[src/hw/jtxlf_pkg.sv]
// Shared constants and types for the transmit link framing block.
// Assumes a single core clock; all lanes advance one octet per enabled cycle.
package jtxlf_pkg;
	localparam int LANES      = 4;
	localparam int OCT_W      = 8;
	localparam int CHAR_W     = 10;
	localparam int BLK_W      = 64;
	localparam int SH_W       = 2;
	localparam int MODE_W     = 4;
	localparam int CNT_W      = 10;
	localparam int K_MAX      = 256;
	localparam int FK_MAX     = 1024;
	localparam int F_MIN_PROD = 17;
	localparam int ILAS_MF    = 4;
	localparam int NUM_MODES  = 4;
	localparam logic [OCT_W-1:0]  K28_5 = 8'hbc;
	localparam logic [OCT_W-1:0]  K28_0 = 8'h1c;
	localparam logic [OCT_W-1:0]  K28_3 = 8'h7c;
	localparam logic [14:0] SCR8_SEED  = 15'h7fff;
	localparam logic [57:0] SCR64_SEED = 58'h3ff_ffff_ffff_ffff;
	localparam logic [SH_W-1:0]   SH_DATA = 2'h1;
	localparam logic [SH_W-1:0]   SH_FEC  = 2'h2;
	localparam logic [8:0] RD_NEG = 9'h000;
	typedef enum logic {JTXLF_ENC_8B10B, JTXLF_ENC_64B66B} jtxlf_enc_t;
	typedef struct packed {
		jtxlf_enc_t      enc;
		logic [3:0]      l;
		logic [3:0]      m;
		logic [7:0]      f;
		logic [1:0]      s;
		logic [3:0]      n;
		logic [4:0]      np;
	} jtxlf_mode_t;
	typedef struct packed {
		logic [CHAR_W-1:0] chr;
		logic              is_k;
	} jtxlf_char_t;
endpackage

[src/hw/jtxlf_top.sv]
// Transmit link framing: transport mapping, scrambling, 8b/10b coding, multiframe clock.
// Assumes sync_n_i and sysref_i are plain inputs and sample words arrive every enabled cycle.
// Operation
// - Both 8b/10b and 64b/66b link layers; no 64b/80b path exists.
// - Sync header in 64b/66b never carries a command channel.
// - Forward error correction selectable in 64b/66b mode.
// - Three-bit CRC never generated in 64b/66b mode.
// - Dedicated SYNC input accepted in 8b/10b, compatible with older timing.
// - Subclass 1 only; works with subclass 0 receivers.
// - Lanes of one link aligned together; no multipoint reference.
// - Samples packed into octets, F octets per frame, over all four lanes whatever L the mode gives.
// - N-bit samples occupy N' bits; S samples per M converters each frame.
// - One mode-select value fixes L, M, F, S, N and N' together.
// - 8b/10b scrambles only when enabled; 64b/66b always scrambles.
// - Scrambling precedes 10-bit coding or sync header insertion.
// - Lane alignment sequence bypasses the scrambler.
// - Separate standard polynomials for 8b/10b and 64b/66b scrambling.
// - Every octet coded into a DC-balanced 10-bit character in 8b/10b mode; 64b/66b mode does not use 10-bit coding.
// - K frames per multiframe, ceil(17/F) to min(256, floor(1024/F)).
// - Multiframe clock marks boundaries; SYSREF resets its phase.
// - Multiframe period is 10*F*K bit times.
// - While SYNC is low in 8b/10b mode every lane sends K28.5; 64b/66b ignores SYNC.
// - After SYNC rises wait for multiframe edge; alignment uses K28.0 and K28.3.
`timescale 1ns/100ps
`default_nettype none
module jtxlf_top (
	// Clock and reset
	input  wire logic                                       core_clk_i,
	input  wire logic                                       reset_n_i,
	// Configuration
	input  wire logic [jtxlf_pkg::MODE_W-1:0]               transport_mode_select_i,
	input  wire logic                                       scramble_enable_i,
	input  wire logic                                       fec_enable_i,
	input  wire logic [8:0]                                 k_minus1_i,
	// Timing and handshake
	input  wire logic                                       sysref_i,
	input  wire logic                                       sync_n_i,
	// Sample data, one octet per lane per cycle
	input  wire logic [jtxlf_pkg::LANES*jtxlf_pkg::OCT_W-1:0] sample_i,
	// Lane outputs, multiframe edge, K range check and decoded mode
	output jtxlf_pkg::jtxlf_char_t [jtxlf_pkg::LANES-1:0]   lane_char_o,
	output logic [jtxlf_pkg::BLK_W+jtxlf_pkg::SH_W-1:0]     lane_blk_o,
	output logic                                            lmfc_edge_o,
	output logic                                            k_valid_o,
	output jtxlf_pkg::jtxlf_mode_t                          mode_o
);
	////////////////////////////////////////////////////////////////////////////
	// Mode table
	jtxlf_pkg::jtxlf_mode_t mode;
	always_comb begin
		case (transport_mode_select_i)
			4'h0:    mode = '{jtxlf_pkg::JTXLF_ENC_8B10B,  4'h4, 4'h4, 8'h02, 2'h1, 4'h9, 5'h10};
			4'h1:    mode = '{jtxlf_pkg::JTXLF_ENC_8B10B,  4'h2, 4'h2, 8'h02, 2'h1, 4'h9, 5'h10};
			4'h2:    mode = '{jtxlf_pkg::JTXLF_ENC_64B66B, 4'h4, 4'h4, 8'h02, 2'h1, 4'h9, 5'h10};
			4'h3:    mode = '{jtxlf_pkg::JTXLF_ENC_64B66B, 4'h4, 4'h8, 8'h04, 2'h1, 4'h9, 5'h10};
			default: mode = '{jtxlf_pkg::JTXLF_ENC_8B10B,  4'h4, 4'h4, 8'h02, 2'h1, 4'h9, 5'h10};
		endcase
	end
	wire logic is64 = (mode.enc == jtxlf_pkg::JTXLF_ENC_64B66B);
	////////////////////////////////////////////////////////////////////////////
	// K range check: F*K within [17, 1024], K <= 256
	logic [17:0] fk;
	always_comb fk = 18'(mode.f) * (18'(k_minus1_i) + 18'h1);
	assign k_valid_o = (fk >= 18'(jtxlf_pkg::F_MIN_PROD)) && (fk <= 18'(jtxlf_pkg::FK_MAX))
		&& (k_minus1_i < 9'(jtxlf_pkg::K_MAX));
	////////////////////////////////////////////////////////////////////////////
	// Synchronisers and multiframe clock
	logic       sync_m_r, sync_s_r, sync_d_r, sysref_d_r;
	logic [7:0] oct_cnt_r, oct_cnt_nxt;
	logic [8:0] frm_cnt_r, frm_cnt_nxt;
	logic       lmfc_edge;
	wire logic  sysref_rise = sysref_i & ~sysref_d_r;
	always_comb begin
		oct_cnt_nxt = oct_cnt_r + 8'h1;
		frm_cnt_nxt = frm_cnt_r;
		lmfc_edge   = 1'b0;
		if (sysref_rise) begin
			oct_cnt_nxt = 8'h0;
			frm_cnt_nxt = 9'h0;
		end else if (oct_cnt_r >= mode.f - 8'h1) begin
			oct_cnt_nxt = 8'h0;
			frm_cnt_nxt = frm_cnt_r + 9'h1;
			if (frm_cnt_r >= k_minus1_i) begin
				frm_cnt_nxt = 9'h0;
				lmfc_edge   = 1'b1;
			end
		end
	end
	always_ff @(posedge core_clk_i or negedge reset_n_i) begin
		if (!reset_n_i) begin
			sync_m_r   <= 1'b0;
			sync_s_r   <= 1'b0;
			sync_d_r   <= 1'b0;
			sysref_d_r <= 1'b0;
			oct_cnt_r  <= 8'h0;
			frm_cnt_r  <= 9'h0;
		end else begin
			sync_m_r   <= sync_n_i;
			sync_s_r   <= sync_m_r;
			sync_d_r   <= sync_s_r;
			sysref_d_r <= sysref_i;
			oct_cnt_r  <= oct_cnt_nxt;
			frm_cnt_r  <= frm_cnt_nxt;
		end
	end
	////////////////////////////////////////////////////////////////////////////
	// Link state
	typedef enum logic [1:0] {JTXLF_CGS, JTXLF_WAIT, JTXLF_ILAS, JTXLF_DATA} jtxlf_st_t;
	jtxlf_st_t  st_r, st_nxt;
	logic [1:0] mf_r, mf_nxt;
	wire logic  last_oct = (oct_cnt_r >= mode.f - 8'h1) && (frm_cnt_r >= k_minus1_i);
	always_comb begin
		st_nxt = st_r;
		mf_nxt = mf_r;
		case (st_r)
			JTXLF_CGS:  if (sync_s_r && !sync_d_r) st_nxt = JTXLF_WAIT;
			JTXLF_WAIT: if (lmfc_edge) begin
				st_nxt = JTXLF_ILAS;
				mf_nxt = 2'h0;
			end
			JTXLF_ILAS: if (lmfc_edge) begin
				mf_nxt = mf_r + 2'h1;
				if (mf_r == 2'(jtxlf_pkg::ILAS_MF - 1)) st_nxt = JTXLF_DATA;
			end
			JTXLF_DATA: ;
			default:    st_nxt = JTXLF_CGS;
		endcase
		// SYNC low forces commas in 8b/10b; 64b/66b has no SYNC handshake
		if (!sync_s_r && !is64) st_nxt = JTXLF_CGS;
		if (is64) st_nxt = JTXLF_DATA;
	end
	always_ff @(posedge core_clk_i or negedge reset_n_i) begin
		if (!reset_n_i) begin
			st_r <= JTXLF_CGS;
			mf_r <= 2'h0;
		end else begin
			st_r <= st_nxt;
			mf_r <= mf_nxt;
		end
	end
	////////////////////////////////////////////////////////////////////////////
	// 8b/10b scramblers and lane octets: 1 + x^14 + x^15
	logic [jtxlf_pkg::LANES-1:0][14:0]             s8_r, s8_nxt;
	logic [jtxlf_pkg::LANES-1:0][jtxlf_pkg::OCT_W-1:0] oct;
	logic [jtxlf_pkg::LANES-1:0]                   kflag;
	wire logic scr8_on = scramble_enable_i && (st_r == JTXLF_DATA);
	genvar g;
	generate
		for (g = 0; g < jtxlf_pkg::LANES; g++) begin : g_lane
			always_comb begin
				logic [14:0] s;
				logic [7:0]  d;
				s = s8_r[g];
				d = sample_i[g*jtxlf_pkg::OCT_W +: jtxlf_pkg::OCT_W];
				for (int b = 7; b >= 0; b--) begin
					d[b] = d[b] ^ s[14] ^ s[13];
					s    = {s[13:0], d[b]};
				end
				s8_nxt[g] = scr8_on ? s : s8_r[g];
				kflag[g]  = 1'b1;
				case (st_r)
					JTXLF_CGS, JTXLF_WAIT: oct[g] = jtxlf_pkg::K28_5;
					JTXLF_ILAS: begin
						if (oct_cnt_r == 8'h0 && frm_cnt_r == 9'h0) oct[g] = jtxlf_pkg::K28_0;
						else if (last_oct) oct[g] = jtxlf_pkg::K28_3;
						else begin
							oct[g]   = sample_i[g*jtxlf_pkg::OCT_W +: jtxlf_pkg::OCT_W];
							kflag[g] = 1'b0;
						end
					end
					default: begin
						oct[g]   = scr8_on ? d : sample_i[g*jtxlf_pkg::OCT_W +: jtxlf_pkg::OCT_W];
						kflag[g] = 1'b0;
					end
				endcase
			end
		end
	endgenerate
	////////////////////////////////////////////////////////////////////////////
	// 8b/10b encoder with running disparity
	function automatic logic [10:0] enc8b10b(input logic [7:0] d, input logic k, input logic rd);
		logic [5:0] a6;
		logic [3:0] b4;
		logic       r;
		case (d[4:0])
			5'h00: a6 = 6'b100111; 5'h01: a6 = 6'b011101; 5'h02: a6 = 6'b101101;
			5'h03: a6 = 6'b110001; 5'h04: a6 = 6'b110101; 5'h05: a6 = 6'b101001;
			5'h06: a6 = 6'b011001; 5'h07: a6 = 6'b111000; 5'h08: a6 = 6'b111001;
			5'h09: a6 = 6'b100101; 5'h0a: a6 = 6'b010101; 5'h0b: a6 = 6'b110100;
			5'h0c: a6 = 6'b001101; 5'h0d: a6 = 6'b101100; 5'h0e: a6 = 6'b011100;
			5'h0f: a6 = 6'b010111; 5'h10: a6 = 6'b011011; 5'h11: a6 = 6'b100011;
			5'h12: a6 = 6'b010011; 5'h13: a6 = 6'b110010; 5'h14: a6 = 6'b001011;
			5'h15: a6 = 6'b101010; 5'h16: a6 = 6'b011010; 5'h17: a6 = 6'b111010;
			5'h18: a6 = 6'b110011; 5'h19: a6 = 6'b100110; 5'h1a: a6 = 6'b010110;
			5'h1b: a6 = 6'b110110; 5'h1c: a6 = 6'b001110; 5'h1d: a6 = 6'b101110;
			5'h1e: a6 = 6'b011110; default: a6 = 6'b101011;
		endcase
		if (k) a6 = 6'b001111;
		if (rd && ($countones(a6) != 3 || a6 == 6'b111000)) a6 = ~a6;
		r = rd ^ ($countones(a6) != 3);
		case (d[7:5])
			3'h0: b4 = 4'b1011; 3'h1: b4 = 4'b1001; 3'h2: b4 = 4'b0101; 3'h3: b4 = 4'b1100;
			3'h4: b4 = 4'b1101; 3'h5: b4 = 4'b1010; 3'h6: b4 = 4'b0110; default: b4 = 4'b1110;
		endcase
		if (r && ($countones(b4) != 2 || b4 == 4'b1100)) b4 = ~b4;
		// Balanced K28 sub-blocks take the opposite form to data ones when the 6b block leaves disparity negative
		if (k && !r && d[7:5] inside {3'h1, 3'h2, 3'h5, 3'h6})
			b4 = ~b4;
		// Alternate D.x.7 keeps runs of equal bits below five
		if (!k && d[7:5] == 3'h7 && ((!r && d[4:0] inside {5'h11, 5'h12, 5'h14})
			|| (r && d[4:0] inside {5'h0b, 5'h0d, 5'h0e})))
			b4 = r ? 4'b1000 : 4'b0111;
		r = r ^ ($countones(b4) != 2);
		enc8b10b = {r, a6, b4};
	endfunction
	logic [jtxlf_pkg::LANES-1:0] rd_r, rd_nxt;
	jtxlf_pkg::jtxlf_char_t [jtxlf_pkg::LANES-1:0] chr_r, chr_nxt;
	always_comb begin
		logic [10:0] e;
		e = 11'h0;
		for (int i = 0; i < jtxlf_pkg::LANES; i++) begin
			e          = enc8b10b(oct[i], kflag[i], rd_r[i]);
			rd_nxt[i]  = is64 ? rd_r[i] : e[10];
			chr_nxt[i] = is64 ? chr_r[i] : '{e[9:0], kflag[i]};
		end
	end
	////////////////////////////////////////////////////////////////////////////
	// 64b/66b: always scrambled (1 + x^39 + x^58), then sync header
	logic [57:0]                 s64_r, s64_nxt;
	logic [jtxlf_pkg::BLK_W-1:0] blk;
	logic [jtxlf_pkg::BLK_W+jtxlf_pkg::SH_W-1:0] blk_r, blk_nxt;
	always_comb begin
		logic [57:0] s;
		s   = s64_r;
		blk = {sample_i, sample_i};
		for (int b = jtxlf_pkg::BLK_W - 1; b >= 0; b--) begin
			blk[b] = blk[b] ^ s[38] ^ s[57];
			s      = {s[56:0], blk[b]};
		end
		s64_nxt = is64 ? s : s64_r;
		// Header carries block marking or FEC only: no command channel, no CRC3
		blk_nxt = is64 ? {(fec_enable_i ? jtxlf_pkg::SH_FEC : jtxlf_pkg::SH_DATA), blk}
			: blk_r;
	end
	always_ff @(posedge core_clk_i or negedge reset_n_i) begin
		if (!reset_n_i) begin
			s8_r  <= {jtxlf_pkg::LANES{jtxlf_pkg::SCR8_SEED}};
			s64_r <= jtxlf_pkg::SCR64_SEED;
			rd_r  <= '0;
			chr_r <= '0;
			blk_r <= '0;
		end else begin
			s8_r  <= s8_nxt;
			s64_r <= s64_nxt;
			rd_r  <= rd_nxt;
			chr_r <= chr_nxt;
			blk_r <= blk_nxt;
		end
	end
	assign lane_char_o = chr_r;
	assign lane_blk_o  = blk_r;
	assign lmfc_edge_o = lmfc_edge;
	assign mode_o      = mode;
	////////////////////////////////////////////////////////////////////////////
	// Assertions
	a_cgs_comma: assert property (@(posedge core_clk_i) disable iff (!reset_n_i)
		(!sync_s_r && !is64 && st_r == JTXLF_CGS) |=> chr_r[0].is_k)
		else $error("comma not sent during sync request");
	a_ilas_after_edge: assert property (@(posedge core_clk_i) disable iff (!reset_n_i)
		(st_r == JTXLF_WAIT && st_nxt == JTXLF_ILAS) |-> lmfc_edge)
		else $error("alignment started off multiframe edge");
	a_sysref_phase: assert property (@(posedge core_clk_i) disable iff (!reset_n_i)
		sysref_rise |=> (oct_cnt_r == 8'h0 && frm_cnt_r == 9'h0))
		else $error("sysref did not reset multiframe phase");
	a_scr8_hold: assert property (@(posedge core_clk_i) disable iff (!reset_n_i)
		(!is64 && !scr8_on) |=> (s8_r == $past(s8_r)))
		else $error("scrambler advanced while disabled");
	a_ilas_unscr: assert property (@(posedge core_clk_i) disable iff (!reset_n_i)
		(st_r == JTXLF_ILAS) |-> !scr8_on)
		else $error("alignment sequence scrambled");
	a_sh_no_cmd: assert property (@(posedge core_clk_i) disable iff (!reset_n_i)
		($past(is64) && $past(reset_n_i))
		|-> (blk_r[65:64] == jtxlf_pkg::SH_DATA || blk_r[65:64] == jtxlf_pkg::SH_FEC))
		else $error("illegal sync header");
	a_s64_moves: assert property (@(posedge core_clk_i) disable iff (!reset_n_i)
		is64 |=> (s64_r != $past(s64_r) || $past(blk) == 64'h0))
		else $error("64b scrambler stalled");
	a_ilas_len: assert property (@(posedge core_clk_i) disable iff (!reset_n_i)
		(st_r == JTXLF_ILAS && mf_r == 2'h3 && lmfc_edge && sync_s_r) |=> st_r == JTXLF_DATA)
		else $error("alignment sequence length wrong");
	// Every alignment multiframe opens with K28.0 on the registered lane
	a_ilas_start: assert property (@(posedge core_clk_i) disable iff (!reset_n_i)
		(st_r == JTXLF_ILAS && !is64 && oct_cnt_r == 8'h0 && frm_cnt_r == 9'h0)
		|=> (chr_r[0].is_k && (chr_r[0].chr == 10'h0f4 || chr_r[0].chr == 10'h30b)))
		else $error("alignment multiframe start marker missing");
	c_ilas_done: cover property (@(posedge core_clk_i) st_r == JTXLF_ILAS ##1 st_r == JTXLF_DATA);
	c_sync_rise: cover property (@(posedge core_clk_i) st_r == JTXLF_WAIT ##[1:1000] st_r == JTXLF_ILAS);
	c_data: cover property (@(posedge core_clk_i) st_r == JTXLF_DATA && scr8_on);
	c_sysref: cover property (@(posedge core_clk_i) sysref_rise);
endmodule
`default_nettype wire
[config.mk]
export PLATFORM = sky130hd
export DESIGN_NAME = jtxlf_top
export DESIGN_NICKNAME = d
export VERILOG_FILES = /design/src/hw/jtxlf_pkg.sv /design/src/hw/jtxlf_top.sv
export SDC_FILE = /design/constraint.sdc
export NUM_CORES = 1
export LEC_CHECK = 0
export ABC_CLOCK_PERIOD_IN_PS = 24300
export CAP_MARGIN = 20
export CORE_MARGIN = 2
export CORE_UTILIZATION = 29
export DETAILED_ROUTE_END_ITERATION = 6
export DONT_BUFFER_PORTS = 1
export GPL_ROUTABILITY_DRIVEN = 1
export GPL_TIMING_DRIVEN = 0
export MAX_ROUTING_LAYER = met4
export REMOVE_ABC_BUFFERS = 1
export SYNTH_ARGS = -nofsm -noshare
export SYNTH_HDL_FRONTEND = slang
export SYNTH_SLANG_ARGS = --single-unit
[constraint.sdc]
create_clock -name core_clk_i -period 24.3 [get_ports core_clk_i]
set_input_delay 4.86 -clock core_clk_i [delete_from_list [all_inputs] [get_ports core_clk_i]]
set_output_delay 4.86 -clock core_clk_i [all_outputs]
set_load 0.03 [all_outputs]
Word level (Yosys, flattened, before mapping)
Memory sizes are Yosys's and may differ from the RTL's.
Index checks and enable logic that the tools add are counted.
{"block": "op_classes", "add_sub_neg": 69, "mul": 1, "n_lt_le_gt_ge": 5, "eq_ne": 89, "mux": 67, "bitwise": 214, "n_reduce_logical": 84}
{"cell": "$xor 1x1->1", "count": 200}
{"cell": "$mux 8", "count": 14}
{"cell": "$pmux 4 s7", "count": 4}
{"cell": "$pmux 28 s3", "count": 1}
{"cell": "$add 1x1->2", "count": 40}
{"cell": "$mux 4", "count": 16}
{"cell": "$pmux 8 s2", "count": 4}
{"cell": "$eq 5x4->1 const B", "count": 12}
{"cell": "$eq 5x5->1 const B", "count": 12}
{"cell": "$add 2x2->3", "count": 16}
{"cell": "$eq 3x3->1 const B", "count": 16}
{"cell": "$mux 6", "count": 8}
{"cell": "$logic_and 1x1->1", "count": 39}
{"cell": "$add 3x2->4", "count": 8}
{"cell": "$ne 4x2->1 const B", "count": 8}
{"cell": "$not 4->4", "count": 8}
{"cell": "$mux 9", "count": 3}
{"cell": "$eq 3x2->1 const B", "count": 8}
{"cell": "$eq 6x6->1 const B", "count": 4}
{"cell": "$ne 3x2->1 const B", "count": 8}
{"cell": "$not 6->6", "count": 4}
{"cell": "$reduce_bool 3->1", "count": 8}
{"cell": "$ge 18x5->1 const B", "count": 1}
{"cell": "$le 18x11->1 const B", "count": 1}
{"cell": "36 further kinds", "count": 86}
{"block": "totals", "ff_bits": 254, "romBits": 768, "output_inout_bits": 140, "mem_count": 4}
{"name": "(no name shown)", "words": 32, "word_bits": 6, "rd": 1, "rd_ports_with_merged_regs": 0, "wr": 0, "line_no": "jtxlf_top.sv:185", "rtl": "case (d[4:0])"}
{"name": "(no name shown)", "words": 32, "word_bits": 6, "rd": 1, "rd_ports_with_merged_regs": 0, "wr": 0, "line_no": "jtxlf_top.sv:185"}
{"name": "(no name shown)", "words": 32, "word_bits": 6, "rd": 1, "rd_ports_with_merged_regs": 0, "wr": 0, "line_no": "jtxlf_top.sv:185"}
{"name": "(no name shown)", "words": 32, "word_bits": 6, "rd": 1, "rd_ports_with_merged_regs": 0, "wr": 0, "line_no": "jtxlf_top.sv:185"}

Logic depth before layout (Yosys ltp)
Gate-level depths: netlist (run 1).
An unclocked memory read counts as a cell.
{"block": "logic_depth", "ltp_word": 31, "mapped_depth": 51}

Least setup slack after synthesis (run 1)
No wires, ideal clock.
{"block": "synth_timing", "kind": "input port to flip-flop", "from": "in transport_mode_select_i[3] (netlist bit)", "to": "reg rd_r[0] (netlist bit)", "arrival_time_ps": 15207, "slack_ps": 9016, "cell_stages": 50, "n_path_buf": 2, "cell_sequence": "nor2_1 > nand2_1 > inv_1 > nand2_1 > clkbuf_1 > ha_1 > a21oi_1 > nand3_4 > nor3_4 > o21ai_0 > nand2_1 > inv_1 > ha_1 > o31ai_1 > a21oi_1 > a211oi_1 > inv_1 > fa_1 > [14 not listed] > fa_1 > inv_1 > ha_1 > inv_1 > fa_1 > nand3b_1 > xnor2_1 > nand2_1 > nor4b_1 > a211oi_2 > xnor2_1 > o21a_1 > fa_1 > ha_1 > ha_1 > nand2_1 > xnor2_1 > a21oi_1"}
{"item": "start: declaration", "line_no": "jtxlf_top.sv:31", "rtl": "input wire logic [jtxlf_pkg::MODE_W-1:0] transport_mode_select_i,"}
{"item": "end signal: assignment", "line_no": "jtxlf_top.sv:255", "rtl": "rd_r <= rd_nxt;"}
{"item": "end: declaration", "line_no": "jtxlf_top.sv:216", "rtl": "logic [jtxlf_pkg::LANES-1:0] rd_r, rd_nxt;"}

==> results of run 1 <==
[layer usage]
layer	vias up	GRT usage, %	share of wire [%]
li1	6449	-	-
met2	299	23.8	46
met5	-	-	0
met3	61	4.12	7.2
met4	0	3.74	2.3
met1	6602	19.0	44
[cells in the mapped netlist (6+ instances only)]
library cell  count
a211oi_1         10
a21o_1          117
a21oi_1          64
a221o_1           6
a22o_1            9
a22oi_1          13
a31oi_1          14
and2_1           14
and3_1            8
buf_1             8
buf_2            16
buf_4            30
clkbuf_1         75
dfrtp_1         136
dfstp_2         118
fa_1             29
ha_1            110
inv_1            83
mux2_2           55
mux2i_1          12
nand2_1         151
nand3_1          33
nand3b_1          8
nand4_1           8
nor2_1          173
nor2b_1           7
nor3_1           25
nor3b_1           8
nor4_1            6
o211ai_1         12
o21a_1            6
o21ai_0          93
o21ai_1           9
o22ai_1           6
o31a_1           14
o31ai_1          13
o31ai_4           8
or3_1             8
xnor2_1         189
xor2_1           81
[cell usage in the layout, fill, tap and decap left out, types with 29 or more instances in the layout]
master,n
clkbuf_16,29
nor2_1,173
a21o_1,117
dfstp_2,118
a21oi_1,64
xor2_1,81
o21ai_0,93
dfrtp_1,136
nand3_1,33
inv_1,82
mux2_2,55
nand2_1,150
fa_1,29
xnor2_1,189
ha_1,109
[through the flow]
step	util (%)	hold slack (ns)	worst slack [ns]	area [um^2]	TNS, ns
after floorplan	-	0.331	2.74	17800	0
after global placement	30.0	0.340	-3.51	18900	-40.15
after detailed placement	30.3	0.335	5.77	19000	0
after CTS	31.9	0.345	6.29	20000	0
after global routing	31.9	0.366	5.34	20000	0
final	31.9	0.348	6.30	20000	0
[state kept, by name, summed over array words and instances, names as in the netlist, 2 cells and up]
name / flops
frm_cnt_r: 9
g_lane.$2.s: 28
lane_blk_o: 66
lane_char_o: 41
mf_r: 2
oct_cnt_r: 8
rd_r: 4
s64_r: 58
s8_r: 32
st_r: 2
[worst max-delay path by stage]
stage | start | to | cells after the start
finish | transport_mode_select_i[3] | rd_r[0] | 52
global route | transport_mode_select_i[3] | rd_r[0] | 52
CTS | transport_mode_select_i[3] | rd_r[0] | 51
detailed placement | transport_mode_select_i[3] | rd_r[0] | 50
global placement | transport_mode_select_i[3] | rd_r[0] | 46
floorplan | transport_mode_select_i[3] | rd_r[0] | 45
[area by class of cell]
class                   count  area (um^2)  area share, %
well taps                 846         1060           5.28
diodes                      1         2.50         0.0125
inverters                  90          338           1.69
flip-flops and latches    254         6500           32.5
multi-input cells        1460        11000           54.8
clock buffers              38          810           4.04
clock inverters            16          209           1.04
repair buffers              8          144          0.718
[logic make-up (layout without fill, tap and decap cells)]
logic type,count (synthesis),after routing,synth area share [%]
AO/OA/AOI/OAI,473,473,19.0
XOR/XNOR,270,270,12.9
adder cells (fa/ha/maj),141,141,10.8
buffers and inverters,222,152,5.38
flip-flops,254,254,35.4
multiplexers,68,68,4.09
other,2,26,0.0409
AND/OR/NAND/NOR,483,483,12.5
[worst max-delay path: cells and delay by family]
kind,cells,cell delay (ns)
mux,1,0.33
xor+xnor,3,0.86
buf+inv,14,2.05
simple gates,11,3.12
compound gates,10,2.26
fa+ha+maj,13,4.75
==> reports/summary.txt, run 1 <==
status: finished clean
share of cells above drive strength 1: 15.6%
maxcap violations: 0
root buffer cell: clkbuf_16
GR Overflow Total: 0
Final Max Tran Viols: 0
crit start category: input pin
Hold Fails Final Rpt: 0
total CTS buffers: 29
Skew-Pair Late Insertion Delay: 0.57 ns
Initial Utilization: 29.2%
Tcrit/Tclk final: 74.1%
worst r2r dst: rd_r[0]
worst hold path cell count: 0
final wirelength: 48,300 um
Slew @ Worst Pin: 1.11 ns
vias in the first global route: 13,400
DPL Wire Length: 36,100 um
RSZ-0062 raised after global routing: no
row cnt: 92
Die X: 256 um
CP max stage delay: 0.57 ns
Yosys cell types: 110
Fillers: 6,538
register area share after synthesis: 35.4%
Net count, final: 2,033
post-CTS setup buffers: 0
antenna violations before repair: 1
DRC errors left: 0
R2R depth: 45
vias post-DR: 13,400
Worst Setup Path Type: in2reg
Core Region: 62,900 um^2
Resized cells post-CTS: 0
pin count of the biggest net entering global routing: 255
number of synthesized register bits: 254
post-route ant nets: 0
die area: 65,400 um^2
Worst-path clk slew: 0.07 ns
Worst Hold Path EP: sync_s_r
final non-filler cell total: 2,713
Worst Path Arrival: 18.42 ns
top_reg_cell synth: dfrtp_1
dpl cells: 2,658
Synth warnings: 0
Max Root-Sink Buffers: 3
clk_skew: 0.0147 ns
number of synthesized flops with an enable pin: 0
GP Congestion: 0.844
max_slew headroom: 25.6%
crit-path max FO: 99
Die H: 256 um
Fmax: 55.5 MHz
Mapped Area: 18,400 um^2
Finish-stage setup viols: 0
Req. time, crit path: 24.72 ns
Sink Count: 254
R2R Path Start: st_r[0]
synth top area cells: dfrtp_1, dfstp_2, xnor2_1
DR WL/cell: 17.8 um
largest area contributor in the netlist: dfrtp_1
CP most frequent cell: inv_1
DRT Pass-1 Iters: 5
setup slack, reg-to-reg: 12.46 ns
first-pass GRT wire length: 76,900 um
worst min-delay path startpoint: sync_m_r
post-route minimum period: 18.00 ns
GRT Util Overall: 15.0%
CP endpoint kind: flop
worst hold path type: reg2reg
Hold Buf Count CTS: 0
IO Count: 191
Buffers on Ports: 0
Starting DRT DRC Count: 1,047
Async SR Flop Fraction: 100%
Via density: 4.94
Synth top area share: 18.5%
CP max-delay cell: fa_1
Gate Count Post-Synth: 1,913
CTS tree: yes
area grow syn2layout: 9.12%
Post-Syn Area per Cell: 9.60 um^2
H-tree depth: 1
Power of run 1 is left out: the tool's default activity adds up to more than one toggle a clock period on the data nets, which glitch-free logic cannot reach.
==> run 2, diff against run 1 <==
--- a/config.mk
+++ b/config.mk
@@ -5,7 +5,8 @@
 export SDC_FILE = /design/constraint.sdc
 export NUM_CORES = 1
 export LEC_CHECK = 0
-export ABC_CLOCK_PERIOD_IN_PS = 24300
+export ABC_AREA = 1
+export ABC_CLOCK_PERIOD_IN_PS = 15200
 export CAP_MARGIN = 20
 export CORE_MARGIN = 2
 export CORE_UTILIZATION = 29
==> constraint.sdc (replaced) <==
create_clock -name core_clk_i -period 15.2 [get_ports core_clk_i]
set_input_delay 3.04 -clock core_clk_i [delete_from_list [all_inputs] [get_ports core_clk_i]]
set_output_delay 3.04 -clock core_clk_i [all_outputs]
set_load 0.03 [all_outputs]
==> run 2 against run 1 <==
Effect of this change:
- via count up 6.2%
- first-iteration DRC count down 28%
- global-route usage is essentially flat
- synthesized area is 1.2% lower
- critical path depth fell by 3
- sequential share of layout area up 0.29 points
- flip-flop and latch count unchanged
- worst hold slack better by 0.0044 ns
- largest cell class unchanged
==> reports/summary.txt, run 2 <==
worst hold path type: reg2reg
Hold Fails Final Rpt: 0
Buffers on Ports: 0
Skew-Pair Late Insertion Delay: 0.58 ns
Core Region: 61,800 um^2
Hold Buf Count CTS: 0
Net count, final: 2,487
commonest cells after routing, fill and taps aside: nand2_1, inv_1, dfrtp_1
Antenna diodes: 0
Worst-path clk slew: 0.06 ns
post-CTS setup buffers: 0
Req. time, crit path: 15.62 ns
vias in the first global route: 13,900
H-tree depth: 1
status: finished clean
CTS tree: yes
CP most frequent cell: inv_1
adder and majority cell fraction of the synthesized area: 10.8%
GR Overflow Total: 0
post-route minimum period: 13.82 ns
die area: 64,600 um^2
largest family of logic cells by synthesized area: simple AND/OR/NAND/NOR gates
pin count of the biggest net entering global routing: 255
Worst path top cell family by delay: adder cells
Slew @ Worst Pin: 1.15 ns
CP max stage delay: 0.64 ns
largest area contributor in the netlist: dfrtp_1
Worst Hold Path EP: sync_s_r
root buffer cell: clkbuf_16
Fmax: 72.3 MHz
clk_skew: 0.0131 ns
crit start category: input pin
Max Root-Sink Buffers: 3
Util after Layout: 32.1%
Synth top area share: 18.8%
XOR/XNOR Fraction of Synth Area: 9.37%
commonest non-fill, non-tap cell in the layout: nand2_1
number of synthesized register bits: 254
CP max-delay cell: nand2_1
Finish-stage setup viols: 0
IO Count: 191
Die H: 254 um
Worst Path Arrival: 14.25 ns
row cnt: 91
Synth Area in Simple Gates: 27.1%
Initial Utilization: 29.3%
DRT Pass-1 Iters: 5
antenna violations before repair: 0
maxcap violations: 0
GP Congestion: 0.853
vias post-DR: 14,200
share of cells above drive strength 1: 12.9%
Worst Setup Path Type: in2reg
GRT Util Overall: 15.0%
first-pass GRT wire length: 75,500 um
CP endpoint kind: flop
Starting DRT DRC Count: 753
number of synthesized flops with an enable pin: 0
top_reg_cell synth: dfrtp_1
Die X: 254 um
Resized cells post-CTS: 0
worst r2r dst: rd_r[1]
Gate Count Post-Synth: 2,339
DRC errors left: 0
max_slew headroom: 23.0%
compound-cell area share of the yosys netlist: 8.56%
worst min-delay path startpoint: sync_m_r
Async SR Flop Fraction: 100%
RSZ-0062 raised after global routing: no
DPL Wire Length: 34,400 um
Tcrit/Tclk final: 90.9%
Via density: 4.51
Mapped Area: 18,100 um^2
crit-path max FO: 25
register area share after synthesis: 35.9%
Synth warnings: 0
Largest register FFs: 66
Post-synth top cells: nand2_1, inv_1, dfrtp_1, o21ai_0, nand3_1
crit path buf inv count: 11
final wirelength: 46,900 um
DR WL/cell: 14.9 um
Final Max Tran Viols: 0
R2R depth: 46
synth top area cells: dfrtp_1, dfstp_2, nand2_1
post-route ant nets: 0
worst hold margin: 0.352 ns
Sink Count: 254
area grow syn2layout: 9.50%
post-synthesis mux area share: 0%
R2R Path Start: st_r[0]
total CTS buffers: 29
Post-Syn Area per Cell: 7.75 um^2
most frequent cell after synthesis: nand2_1
Yosys cell types: 58
setup slack, reg-to-reg: 4.22 ns
worst hold path cell count: 0
## run 2: cell types whose count changed in the layout (fill, tap and decap cells not counted), moves of 42 or more
cell / before / now
nand3_1: 33 / 134
inv_1: 82 / 235
a21o_1: 117 / 1
mux2_2: 55 / 0
nand2_1: 150 / 742
nor2_1: 173 / 103
xnor2_1: 189 / 87
o21ai_0: 93 / 135
## run 2: worst register-to-register path: cells and delay by family (launching register included)
kind | cells | cell delay, ns
AO/OA/AOI/OAI | 7 | 1.83
adder cells (fa/ha/maj) | 13 | 4.88
XOR/XNOR | 2 | 0.54
flip-flops | 1 | 0.43
AND/OR/NAND/NOR | 11 | 1.50
buffers and inverters | 13 | 1.62
## run 2: cell families after synthesis
family / after synthesis
and+or+nand+nor: 1132
DFF: 254
other: 2
AOI/OAI and AO/OA: 266
buffers and inverters: 352
adders and majority gates: 139
xor gates and xnor gates: 194
## run 2: worst max-delay path by stage
stage | startpoint | end | slack (ns) | cells past startpoint
global placement | transport_mode_select_i[3] | rd_r[1] | -7.96 | 49
detailed placement | transport_mode_select_i[3] | rd_r[1] | 0.70 | 49
finish | transport_mode_select_i[3] | rd_r[1] | 1.38 | 49
CTS | transport_mode_select_i[3] | rd_r[1] | 1.29 | 49
global route | transport_mode_select_i[3] | rd_r[1] | 0.45 | 49
floorplan | transport_mode_select_i[3] | rd_r[1] | -2.19 | 49
## run 2: through the flow
step / TNS, ns / instance area (um^2) / instances / setup slack [ns]
finish: 0 / 19900 / 3157 / 1.38
global route: 0 / 19900 / 3157 / 0.449
CTS: 0 / 19800 / 3155 / 1.29
detailed placement: 0 / 18800 / 3101 / 0.704
global placement: -807.44 / 18700 / 3096 / -7.96
floorplan: -18.67 / 17700 / 2259 / -2.19
## run 2: layout make-up
| cell class | count | area [um^2] |
|---|---|---|
| Fill cell | 6541 | 42000 |
| Timing Repair Buffer | 7 | 143 |
| Multi-Input combinational cell | 1756 | 10200 |
| Inverter | 249 | 945 |
| Tap cell | 837 | 1050 |
| Clock inverter | 15 | 191 |
| Clock buffer | 39 | 803 |
| Sequential cell | 254 | 6500 |
## run 2: metal layers
metal | share of wire (%) | GRT usage [%]
met1 | 46 | 19.0
met2 | 45 | 23.9
met3 | 6.7 | 3.71
met4 | 2.3 | 4.00
met5 | 0 | -
Power of run 2 is left out for the same reason.
